--- config.mk ---
export PLATFORM = sky130hd
export DESIGN_NAME = psp_port
export DESIGN_NICKNAME = d
export VERILOG_FILES = /design/src/psp_pkg.sv /design/src/psp_port.sv /design/src/psp_sync.sv
export SDC_FILE = /design/constraint.sdc
export NUM_CORES = 1
export LEC_CHECK = 0
export ABC_AREA = 1
export BUFFER_PORTS_ARGS = -buffer_cell sky130_fd_sc_hd__buf_2
export CORE_ASPECT_RATIO = 2
export CORE_UTILIZATION = 50
export CTS_CLUSTER_SIZE = 8
export DETAILED_ROUTE_END_ITERATION = 6
export GPL_TIMING_DRIVEN = 1
export PLACE_DENSITY = 0.76
export SKIP_CTS_REPAIR_TIMING = 1
export SLEW_MARGIN = 20
export SYNTH_ARGS = -nofsm -noshare
export SYNTH_HDL_FRONTEND = slang
export SYNTH_SLANG_ARGS = --single-unit
--- constraint.sdc ---
create_clock -name aclk -period 1.4 [get_ports aclk]
set_input_delay 0.28 -clock aclk [delete_from_list [all_inputs] [get_ports aclk]]
set_output_delay 0.28 -clock aclk [all_outputs]
set_load 0.005 [all_outputs]
--- src/psp_pkg.sv ---
// constants for the parallel slave port: register indexes, fields, resets, responses
package psp_pkg;

	// register index width; byte address is four times the index
	localparam int IDX_W  = 10;
	localparam int ADDR_W = IDX_W + 2;
	localparam int IDX_LSB = 2;

	// register indexes
	localparam logic [IDX_W-1:0] IDX_DATA     = 10'h008; // parallel_data_latch
	localparam logic [IDX_W-1:0] IDX_STROBE   = 10'h009; // strobe_pin_port
	localparam logic [IDX_W-1:0] IDX_FLAGS    = 10'h00c; // peripheral_flags_one
	localparam logic [IDX_W-1:0] IDX_DDR      = 10'h088; // data_direction_register
	localparam logic [IDX_W-1:0] IDX_TRIS_E   = 10'h089; // strobe_direction_and_status
	localparam logic [IDX_W-1:0] IDX_ENABLES  = 10'h08c; // peripheral_enables_one
	localparam logic [IDX_W-1:0] IDX_FLAG_CLR = 10'h08d; // write-one-to-clear for flags

	// strobe_direction_and_status fields
	localparam int BIT_IBF  = 7;
	localparam int BIT_OBF  = 6;
	localparam int BIT_INPUT_OVERFLOW_FLAG = 5;
	localparam int BIT_MODE = 4;
	localparam int TRIS_W   = 3;

	// peripheral flag and enable field
	localparam int BIT_IRQ = 7;

	// control pin positions on the strobe port
	localparam int PIN_RD = 0;
	localparam int PIN_WR = 1;
	localparam int PIN_CS = 2;

	// widths
	localparam int DATA_W = 8;
	localparam int BUS_W  = 32;

	// reset values
	localparam logic [DATA_W-1:0] RST_TRIS_E  = 8'h07;
	localparam logic [DATA_W-1:0] RST_DDR     = 8'hff;
	localparam logic [DATA_W-1:0] RST_ZERO    = 8'h00;
	localparam logic [TRIS_W-1:0] RST_CTRL_IN = 3'h7;

	// axi response codes
	localparam logic [1:0] RESP_OKAY   = 2'h0;
	localparam logic [1:0] RESP_SLVERR = 2'h2;

endpackage

--- src/psp_port.sv ---
// parallel slave port with general port mode and axi4-lite register access
`timescale 1ns/10ps

////////////////////////////////////////////////////////////////////////////////
// Function
// (RULE1) data port acts as slave port only while slave_mode_select is set
// (RULE2) external processor reads and writes asynchronously via read and write strobes
// (RULE3) slave mode makes strobe pins 0,1,2 read, write and chip-select inputs
// (RULE4) software sets strobe pin directions to input before using slave mode
// (RULE5) two latches at one address: cpu writes outgoing, reads incoming
// (RULE6) in slave mode data direction register is ignored; strobes set direction
// (RULE7) input_full_flag sets on external write, clears on cpu read, read-only
// (RULE8) output_full_flag sets on cpu write, clears on external read
// (RULE9) external write while input full sets overflow, keeps first word
// (RULE10) outside slave mode both full flags are held clear
// (RULE11) overflow flag stays set, even outside slave mode, until software clears
// (RULE12) each completed external read or write sets slave_port_irq_flag
// (RULE13) irq flag cleared only by software; enable bit gates the interrupt
// (RULE14) read strobe low with chip select low is an external read
// (RULE15) write strobe low with chip select low is an external write
// (RULE16) chip select high makes the port ignore both strobes
// (RULE17) data pins driven from outgoing latch only while select and read low
// (RULE18) strobes synchronised; data captured at write end; flags update after strobe
module psp_port (
	input  wire logic                        aclk,
	input  wire logic                        aresetn,
	// axi4-lite slave
	input  wire logic [psp_pkg::ADDR_W-1:0]  s_axi_awaddr,
	input  wire logic                        s_axi_awvalid,
	output logic                             s_axi_awready,
	input  wire logic [psp_pkg::BUS_W-1:0]   s_axi_wdata,
	input  wire logic [psp_pkg::BUS_W/8-1:0] s_axi_wstrb,
	input  wire logic                        s_axi_wvalid,
	output logic                             s_axi_wready,
	output logic [1:0]                       s_axi_bresp,
	output logic                             s_axi_bvalid,
	input  wire logic                        s_axi_bready,
	input  wire logic [psp_pkg::ADDR_W-1:0]  s_axi_araddr,
	input  wire logic                        s_axi_arvalid,
	output logic                             s_axi_arready,
	output logic [psp_pkg::BUS_W-1:0]        s_axi_rdata,
	output logic [1:0]                       s_axi_rresp,
	output logic                             s_axi_rvalid,
	input  wire logic                        s_axi_rready,
	// data port pins
	input  wire logic [psp_pkg::DATA_W-1:0]  data_in,
	output logic      [psp_pkg::DATA_W-1:0]  data_out,
	output logic      [psp_pkg::DATA_W-1:0]  data_oe_n,
	// strobe port pins
	input  wire logic [psp_pkg::TRIS_W-1:0]  ctrl_in,
	output logic      [psp_pkg::TRIS_W-1:0]  ctrl_out,
	output logic      [psp_pkg::TRIS_W-1:0]  ctrl_oe_n,
	// interrupt
	output logic                             irq
);

	////////////////////////////////////////////////////////////////////////////////
	// address decode shared by read and write paths
	function automatic logic reg_hit(
		input logic [psp_pkg::ADDR_W-1:0] addr,
		input logic [psp_pkg::IDX_W-1:0]  idx
	);
		return addr[psp_pkg::ADDR_W-1:psp_pkg::IDX_LSB] == idx;
	endfunction

	// mapped when any register index matches
	function automatic logic reg_mapped(input logic [psp_pkg::ADDR_W-1:0] addr);
		return reg_hit(addr, psp_pkg::IDX_DATA) | reg_hit(addr, psp_pkg::IDX_STROBE)
			| reg_hit(addr, psp_pkg::IDX_FLAGS) | reg_hit(addr, psp_pkg::IDX_DDR)
			| reg_hit(addr, psp_pkg::IDX_TRIS_E) | reg_hit(addr, psp_pkg::IDX_ENABLES)
			| reg_hit(addr, psp_pkg::IDX_FLAG_CLR);
	endfunction

	////////////////////////////////////////////////////////////////////////////////
	// synchronised pins
	localparam int SYNC_W = psp_pkg::TRIS_W + psp_pkg::DATA_W;

	logic [SYNC_W-1:0]          sync_out;
	logic [psp_pkg::DATA_W-1:0] sy_data;
	logic [psp_pkg::TRIS_W-1:0] sy_ctrl;

	// strobes and data share one latency so data lines up with the strobe end
	psp_sync #(
		.WIDTH   (SYNC_W),
		.RST_VAL ({psp_pkg::RST_CTRL_IN, psp_pkg::RST_ZERO})
	) u_sync (
		.aclk     (aclk),
		.aresetn  (aresetn),
		.async_in ({ctrl_in, data_in}),
		.stable   (sync_out)
	); // RULE2 RULE18

	assign sy_data = sync_out[psp_pkg::DATA_W-1:0];
	assign sy_ctrl = sync_out[SYNC_W-1:psp_pkg::DATA_W];

	////////////////////////////////////////////////////////////////////////////////
	// bus state
	logic                        aw_held;
	logic [psp_pkg::ADDR_W-1:0]  aw_addr;
	logic                        w_held;
	logic [psp_pkg::BUS_W-1:0]   w_data;
	logic [psp_pkg::BUS_W/8-1:0] w_strb;
	logic                        bvalid_q;
	logic [1:0]                  bresp_q;
	logic                        rvalid_q;
	logic [psp_pkg::BUS_W-1:0]   rdata_q;
	logic [1:0]                  rresp_q;

	logic                        next_aw_held;
	logic [psp_pkg::ADDR_W-1:0]  next_aw_addr;
	logic                        next_w_held;
	logic [psp_pkg::BUS_W-1:0]   next_w_data;
	logic [psp_pkg::BUS_W/8-1:0] next_w_strb;
	logic                        next_bvalid;
	logic [1:0]                  next_bresp;
	logic                        next_rvalid;
	logic [psp_pkg::BUS_W-1:0]   next_rdata;
	logic [1:0]                  next_rresp;

	// core state
	logic [psp_pkg::DATA_W-1:0]  out_latch;
	logic [psp_pkg::DATA_W-1:0]  in_latch;
	logic                        input_full_flag;
	logic                        output_full_flag;
	logic                        input_overflow_flag;
	logic                        mode;
	logic [psp_pkg::TRIS_W-1:0]  tris_e;
	logic [psp_pkg::DATA_W-1:0]  ddr_d;
	logic [psp_pkg::TRIS_W-1:0]  pe_latch;
	logic                        irq_flag;
	logic                        irq_en;
	logic                        rd_prev;
	logic                        wr_prev;

	logic [psp_pkg::DATA_W-1:0]  next_out_latch;
	logic [psp_pkg::DATA_W-1:0]  next_in_latch;
	logic                        next_ibf;
	logic                        next_obf;
	logic                        next_input_overflow_flag;
	logic                        next_mode;
	logic [psp_pkg::TRIS_W-1:0]  next_tris_e;
	logic [psp_pkg::DATA_W-1:0]  next_ddr_d;
	logic [psp_pkg::TRIS_W-1:0]  next_pe_latch;
	logic                        next_irq_flag;
	logic                        next_irq_en;
	logic                        next_rd_prev;
	logic                        next_wr_prev;

	// shared strobes between the bus and the core
	logic                        wr_go;
	logic                        ar_go;
	logic                        sw_wr;
	logic [psp_pkg::DATA_W-1:0]  sw_byte;
	logic                        rd_now;
	logic                        wr_now;
	logic                        rd_end;
	logic                        wr_end;
	logic                        cpu_rd_data;

	////////////////////////////////////////////////////////////////////////////////
	// bus handshakes; one write and one read at a time
	assign s_axi_awready = !aw_held && !bvalid_q;
	assign s_axi_wready  = !w_held && !bvalid_q;
	assign s_axi_arready = !rvalid_q;
	assign s_axi_bvalid  = bvalid_q;
	assign s_axi_bresp   = bresp_q;
	assign s_axi_rvalid  = rvalid_q;
	assign s_axi_rdata   = rdata_q;
	assign s_axi_rresp   = rresp_q;

	assign wr_go   = aw_held && w_held && !bvalid_q;
	assign ar_go   = s_axi_arvalid && !rvalid_q;
	assign sw_wr   = wr_go && w_strb[0];
	assign sw_byte = w_data[psp_pkg::DATA_W-1:0];

	// bus next state: address and data in either order, answer after both
	always_comb begin
		next_aw_held = aw_held;
		next_aw_addr = aw_addr;
		next_w_held  = w_held;
		next_w_data  = w_data;
		next_w_strb  = w_strb;
		next_bvalid  = bvalid_q;
		next_bresp   = bresp_q;
		next_rvalid  = rvalid_q;
		next_rdata   = rdata_q;
		next_rresp   = rresp_q;
		if (s_axi_awvalid && s_axi_awready) begin
			next_aw_held = 1'b1;
			next_aw_addr = s_axi_awaddr;
		end
		if (s_axi_wvalid && s_axi_wready) begin
			next_w_held = 1'b1;
			next_w_data = s_axi_wdata;
			next_w_strb = s_axi_wstrb;
		end
		if (wr_go) begin
			next_aw_held = 1'b0;
			next_w_held  = 1'b0;
			next_bvalid  = 1'b1;
			next_bresp   = reg_mapped(aw_addr) ? psp_pkg::RESP_OKAY : psp_pkg::RESP_SLVERR;
		end else if (bvalid_q && s_axi_bready) begin
			next_bvalid = 1'b0;
		end
		if (ar_go) begin
			next_rvalid = 1'b1;
			next_rresp  = psp_pkg::RESP_OKAY;
			next_rdata  = '0;
			case (1'b1)
				reg_hit(s_axi_araddr, psp_pkg::IDX_DATA): begin
					// incoming latch in slave mode, pin levels otherwise
					next_rdata[psp_pkg::DATA_W-1:0] = mode ? in_latch : sy_data; // RULE5
				end
				reg_hit(s_axi_araddr, psp_pkg::IDX_STROBE): begin
					next_rdata[psp_pkg::TRIS_W-1:0] = sy_ctrl;
				end
				reg_hit(s_axi_araddr, psp_pkg::IDX_FLAGS): begin
					next_rdata[psp_pkg::BIT_IRQ] = irq_flag;
				end
				reg_hit(s_axi_araddr, psp_pkg::IDX_DDR): begin
					next_rdata[psp_pkg::DATA_W-1:0] = ddr_d;
				end
				reg_hit(s_axi_araddr, psp_pkg::IDX_TRIS_E): begin
					next_rdata[psp_pkg::BIT_IBF]  = input_full_flag;
					next_rdata[psp_pkg::BIT_OBF]  = output_full_flag;
					next_rdata[psp_pkg::BIT_INPUT_OVERFLOW_FLAG] = input_overflow_flag;
					next_rdata[psp_pkg::BIT_MODE] = mode;
					next_rdata[psp_pkg::TRIS_W-1:0] = tris_e;
				end
				reg_hit(s_axi_araddr, psp_pkg::IDX_ENABLES): begin
					next_rdata[psp_pkg::BIT_IRQ] = irq_en;
				end
				reg_hit(s_axi_araddr, psp_pkg::IDX_FLAG_CLR): begin
					next_rdata = '0; // write-only, reads zero
				end
				default: begin
					next_rresp = psp_pkg::RESP_SLVERR;
				end
			endcase
		end else if (rvalid_q && s_axi_rready) begin
			next_rvalid = 1'b0;
		end
	end

	// bus registers
	always_ff @(posedge aclk) begin
		if (!aresetn) begin
			aw_held  <= 1'b0;
			aw_addr  <= '0;
			w_held   <= 1'b0;
			w_data   <= '0;
			w_strb   <= '0;
			bvalid_q <= 1'b0;
			bresp_q  <= psp_pkg::RESP_OKAY;
			rvalid_q <= 1'b0;
			rdata_q  <= '0;
			rresp_q  <= psp_pkg::RESP_OKAY;
		end else begin
			aw_held  <= next_aw_held;
			aw_addr  <= next_aw_addr;
			w_held   <= next_w_held;
			w_data   <= next_w_data;
			w_strb   <= next_w_strb;
			bvalid_q <= next_bvalid;
			bresp_q  <= next_bresp;
			rvalid_q <= next_rvalid;
			rdata_q  <= next_rdata;
			rresp_q  <= next_rresp;
		end
	end

	////////////////////////////////////////////////////////////////////////////////
	// external strobe decode on synchronised levels; select high masks both
	assign rd_now = mode && !sy_ctrl[psp_pkg::PIN_CS] && !sy_ctrl[psp_pkg::PIN_RD]; // RULE14 RULE16
	assign wr_now = mode && !sy_ctrl[psp_pkg::PIN_CS] && !sy_ctrl[psp_pkg::PIN_WR]; // RULE15 RULE16
	assign rd_end = rd_prev && !rd_now; // RULE18
	assign wr_end = wr_prev && !wr_now; // RULE18
	assign cpu_rd_data = ar_go && mode && reg_hit(s_axi_araddr, psp_pkg::IDX_DATA);

	// core next state; every hardware set wins over a software clear in the same cycle
	always_comb begin
		next_out_latch = out_latch;
		next_in_latch  = in_latch;
		next_ibf       = input_full_flag;
		next_obf       = output_full_flag;
		next_input_overflow_flag      = input_overflow_flag;
		next_mode      = mode;
		next_tris_e    = tris_e;
		next_ddr_d     = ddr_d;
		next_pe_latch  = pe_latch;
		next_irq_flag  = irq_flag;
		next_irq_en    = irq_en;
		next_rd_prev   = rd_now;
		next_wr_prev   = wr_now;
		// software writes
		if (sw_wr && reg_hit(aw_addr, psp_pkg::IDX_DATA)) begin
			next_out_latch = sw_byte; // RULE5
		end
		if (sw_wr && reg_hit(aw_addr, psp_pkg::IDX_STROBE)) begin
			next_pe_latch = sw_byte[psp_pkg::TRIS_W-1:0];
		end
		if (sw_wr && reg_hit(aw_addr, psp_pkg::IDX_DDR)) begin
			next_ddr_d = sw_byte;
		end
		if (sw_wr && reg_hit(aw_addr, psp_pkg::IDX_TRIS_E)) begin
			// full flags are not writable
			next_input_overflow_flag   = sw_byte[psp_pkg::BIT_INPUT_OVERFLOW_FLAG]; // RULE7 RULE11
			next_mode   = sw_byte[psp_pkg::BIT_MODE]; // RULE1
			next_tris_e = sw_byte[psp_pkg::TRIS_W-1:0];
		end
		if (sw_wr && reg_hit(aw_addr, psp_pkg::IDX_ENABLES)) begin
			next_irq_en = sw_byte[psp_pkg::BIT_IRQ];
		end
		if (sw_wr && reg_hit(aw_addr, psp_pkg::IDX_FLAG_CLR) && sw_byte[psp_pkg::BIT_IRQ]) begin
			next_irq_flag = 1'b0; // RULE13
		end
		// cpu read of the incoming latch frees it
		if (cpu_rd_data) begin
			next_ibf = 1'b0; // RULE7
		end
		// cpu write of the outgoing latch in slave mode
		if (mode && sw_wr && reg_hit(aw_addr, psp_pkg::IDX_DATA)) begin
			next_obf = 1'b1; // RULE8
		end
		// external read finished
		if (rd_end) begin
			if (!(sw_wr && reg_hit(aw_addr, psp_pkg::IDX_DATA))) begin
				next_obf = 1'b0; // RULE8
			end
			next_irq_flag = 1'b1; // RULE12
		end
		// external write finished; a word read in this cycle makes room
		if (wr_end) begin
			if (input_full_flag && !cpu_rd_data) begin
				next_input_overflow_flag = 1'b1; // RULE9
			end else begin
				next_in_latch = sy_data; // RULE18
				next_ibf      = 1'b1; // RULE7
			end
			next_irq_flag = 1'b1; // RULE12
		end
		// outside slave mode the full flags stay clear; overflow persists
		if (!mode) begin
			next_ibf = 1'b0; // RULE10
			next_obf = 1'b0; // RULE10
		end
	end

	// core registers
	always_ff @(posedge aclk) begin
		if (!aresetn) begin
			out_latch <= psp_pkg::RST_ZERO;
			in_latch  <= psp_pkg::RST_ZERO;
			input_full_flag       <= 1'b0;
			output_full_flag       <= 1'b0;
			input_overflow_flag      <= 1'b0;
			mode      <= 1'b0;
			tris_e    <= psp_pkg::RST_TRIS_E[psp_pkg::TRIS_W-1:0];
			ddr_d     <= psp_pkg::RST_DDR;
			pe_latch  <= '0;
			irq_flag  <= 1'b0;
			irq_en    <= 1'b0;
			rd_prev   <= 1'b0;
			wr_prev   <= 1'b0;
		end else begin
			out_latch <= next_out_latch;
			in_latch  <= next_in_latch;
			input_full_flag       <= next_ibf;
			output_full_flag       <= next_obf;
			input_overflow_flag      <= next_input_overflow_flag;
			mode      <= next_mode;
			tris_e    <= next_tris_e;
			ddr_d     <= next_ddr_d;
			pe_latch  <= next_pe_latch;
			irq_flag  <= next_irq_flag;
			irq_en    <= next_irq_en;
			rd_prev   <= next_rd_prev;
			wr_prev   <= next_wr_prev;
		end
	end

	////////////////////////////////////////////////////////////////////////////////
	// pin drive: in slave mode the live strobes steer the data bus, not ddr_d
	assign data_out  = out_latch;
	assign data_oe_n = mode
		? {psp_pkg::DATA_W{ctrl_in[psp_pkg::PIN_CS] | ctrl_in[psp_pkg::PIN_RD]}} // RULE6 RULE17
		: ddr_d;
	// strobe pins follow their direction bits; software keeps them inputs
	assign ctrl_out  = pe_latch;
	assign ctrl_oe_n = tris_e; // RULE3 RULE4

	// level interrupt while the flag is set and enabled
	assign irq = irq_flag && irq_en; // RULE13

endmodule

--- src/psp_sync.sv ---
// three-stage synchroniser that accepts a level once stages two and three agree
`timescale 1ns/10ps

module psp_sync #(
	parameter int               WIDTH   = 11,
	parameter logic [WIDTH-1:0] RST_VAL = '0
) (
	input  wire logic             aclk,
	input  wire logic             aresetn,
	input  wire logic [WIDTH-1:0] async_in,
	output logic      [WIDTH-1:0] stable
);

	logic [WIDTH-1:0] stage1;
	logic [WIDTH-1:0] stage2;
	logic [WIDTH-1:0] stage3;
	logic [WIDTH-1:0] next_stable;

	////////////////////////////////////////////////////////////////////////////////
	// per bit: accept the new level only when the later stages agree
	genvar i;
	generate
		for (i = 0; i < WIDTH; i++) begin : g_bit
			assign next_stable[i] = (stage2[i] == stage3[i]) ? stage3[i] : stable[i];
		end
	endgenerate

	// stage registers; stage1 feeds stage2 only
	always_ff @(posedge aclk) begin
		if (!aresetn) begin
			stage1 <= RST_VAL;
			stage2 <= RST_VAL;
			stage3 <= RST_VAL;
			stable <= RST_VAL;
		end else begin
			stage1 <= async_in;
			stage2 <= stage1;
			stage3 <= stage2;
			stable <= next_stable;
		end
	end

endmodule

==> results.toml <==
[clocking]
path_clk_slew_ns = 0.05
worstSkewPairLatency_ns = 0.41
clock_path_buffers = 2
cts_tree = "done"
cts_sinks = 115
cts_root_buffer = "clkbuf_16"
htreeDepth = 4
numCtsBuffers = 17

[synth]
syn_area_um2 = 4810
synthDistinctLibCells = 38
yosysTopAreaCellShare_pct = 47.87
synth.yosys.seq_area_share_pct = 47.87
ys_ff_latch = 115
postSynthAreaPerCell_um2 = 7.634
ys_top_cells_by_area = "dfxtp_1 (48%), nand2_1 (9.8%), o21ai_0 (5.9%)"
ys_warn_count = 0
synth.largest_area_cell = "dfxtp_1"
synthCells = 630

[die]
dieArea_um2 = 10040
start_util_pct = 51.60
fp-row-count = 50
die_w_um = 71.35
fp.coreArea_um2 = 9321
die_y_um = 140.7
io_pins = 142

[status]
violations = "design-rule violations, negative setup slack"
status = "finished, violations left"

[route]
dr.pass1.iters = 7
ant_nets = 0
drt_iter0_markers = 257
vias = 4284
routedWlPerCell_um = 12.62
wl_um = 10720
via_per_inst = 5.046
drc = 9

[layout]
n_antenna_cell = 0
syn_to_final_growth_pct = 26.33
drive_gt1_share_pct = 28.05
nets = 811

[grt]
grt_pass1_wl_um = 17440
grt_antenna_before_repair = 0
grt_util_all_layers_pct = 22.34
grt_pass1_vias = 4057
grt_max_degree = 58
overflow = 0

[setup_path]
critPathSlowestCell = "dfxtp_4"
endpoint_kind = "primary output"
cp.required_ns = 1.12
crit_buf_inv = 2
worstPathMaxFanout = 5
start_kind = "flop"
crit_type = "flop to primary output"
arrival_ns = 1.23
crit_family = "flip-flops"
cp_common_cell = "nand2_1"
max_stage_delay_ns = 0.40
path_cells = "clkinvlp_4, nand2_1, nand2_1, buf_2"

[power_and_ir_drop]
seqPwrFrac_pct = 40.8
cellPowerDensity_nw_per_um2 = 1404
swShare_pct = 21.52
p_sw_uw = 1836
ir_worst_vdd_mv = 1.011
pwr-share-comb_pct = 6.4
p_clk_share_pct = 52.8
internal_power_uw = 6694
leakagePower_uw = 0.002941

[timing]
maxSlewViolCount = 0
finClkSkew_ns = 0.007996
postLayoutSetupSlackWorst_ns = -0.1087
fmax_mhz = 662.8
fin_crit_ns = 1.509
finalHoldViolations = 0
fin_crit_sh_pct = 107.8
setup_viol = 8
fin_hold_ws_ns = 0.05534
rsz0062_at_grt = "true"

[worst_hold_path]
hold_path.class = "primary input to flop"

[place]
dp_slack_ns = -0.06661
io_buffers = 84
hpwl_um = 7581
gp_congestion = 0.8672

[job]
drv_cap = 0
[placed cells by master, fill, tap and decap left out, drive strengths merged]
master,Yosys,final
a211oi,3,3
a21oi,55,55
a31oi,1,1
a41oi,3,3
buf,34,105
bufinv,0,4
clkbuf,13,21
clkinv,1,4
clkinvlp,0,4
conb,1,26
dfxtp,115,115
inv,80,80
nand2,132,132
nand3,31,31
nand4,4,4
nor2,75,75
nor3,2,2
o211ai,6,6
o21a,1,1
o21ai,62,62
o21bai,1,1
o22ai,1,1
o311ai,1,1
or2,8,8
[metrics by stage]
stage	cells	setup TNS [ns]	power (µW)	area, µm²	utilization [%]
after floorplan	655	0	3892	4903	-
after global placement	815	-0.09189	4008	5304	56.90
after detailed placement	815	-0.5945	4028	5304	56.90
after CTS	846	-2.003	8541	5929	63.61
after global routing	849	-1.312	8830	6076	65.18
final	849	-0.6915	8530	6076	65.18
[state kept, by name, summed over array words and instances (netlist names), 3 cells and up]
signal and cells:
u_sync.stage1 11, ctrl_out 3, u_sync.stable 11, w_data 8, aw_addr 10, s_axi_rdata 8, in_latch 8, ctrl_oe_n 3
u_sync.stage2 11, u_sync.stage3 11, ddr_d 8, data_out 8
[cells by family after synthesis]
group / share of synthesized area (%)
and+or+nand+nor: 23.67
DFF: 47.87
other: 0.07797
AOI/OAI and AO/OA: 15.71
buffers and inverters: 12.67
[Yosys cell counts (all sizes together)]
cell,n
o21ai,62
o311ai,1
nand3,31
o21a,1
o21bai,1
a31oi,1
clkbuf,13
conb,1
a211oi,3
nor3,2
nand4,4
a21oi,55
o211ai,6
nand2,132
or2,8
inv,80
buf,34
o22ai,1
nor2,75
a41oi,3
clkinv,1
dfxtp,115
[worst reg2reg max path: stages (launching register included)]
cell     delay [ns]
dfxtp_4        0.40
buf_4          0.25
o21ai_0        0.15
o21ai_0        0.20
inv_1          0.08
o21ai_1        0.08
a21oi_1        0.08
[power groups by stage]
| stage | Combinational [µW] | Clock, µW | Sequential [µW] |
|---|---|---|---|
| global route | 626 | 4720 | 3480 |
| global placement | 485 | 0 | 3520 |
| CTS | 504 | 4570 | 3460 |
| finish | 547 | 4510 | 3480 |
| floorplan | 378 | 0 | 3510 |
| detailed placement | 499 | 0 | 3530 |
[final timing paths]
check | start | to | slack (ns) | cells after the start
setup / recovery | mode | data_oe_n[5] | -0.11 | 4
hold / removal | ctrl_in[1] | u_sync.stage1[9] | 0.06 | 2
setup reg to reg | mode | s_axi_rdata[0] | 0.04 | 6
hold reg to reg | u_sync.stage1[2] | u_sync.stage2[2] | 0.40 | 2
[layout make-up]
class	count	area [µm²]
Timing Repair Buffer	105	590.6
Fill cell	753	3246
Clock inverter	10	155.1
Tap cell	104	130.1
Timing Repair inverter	1	7.507
Sequential cell	115	2307
Multi-Input combinational cell	412	2100
Inverter	81	315.3
Clock buffer	21	470.5
[per-layer routing]
metal	vias to the layer above	wire length, µm	share of wire, %	track usage, %
met1	1954	3977	37	21.08
met4	0	456	4.3	12.42
met2	130	5874	55	42.01
li1	2169	-	-	-
met5	-	0	0	0
met3	31	407	3.8	6.004
Note: power is estimated with default switching activity, not from simulation.
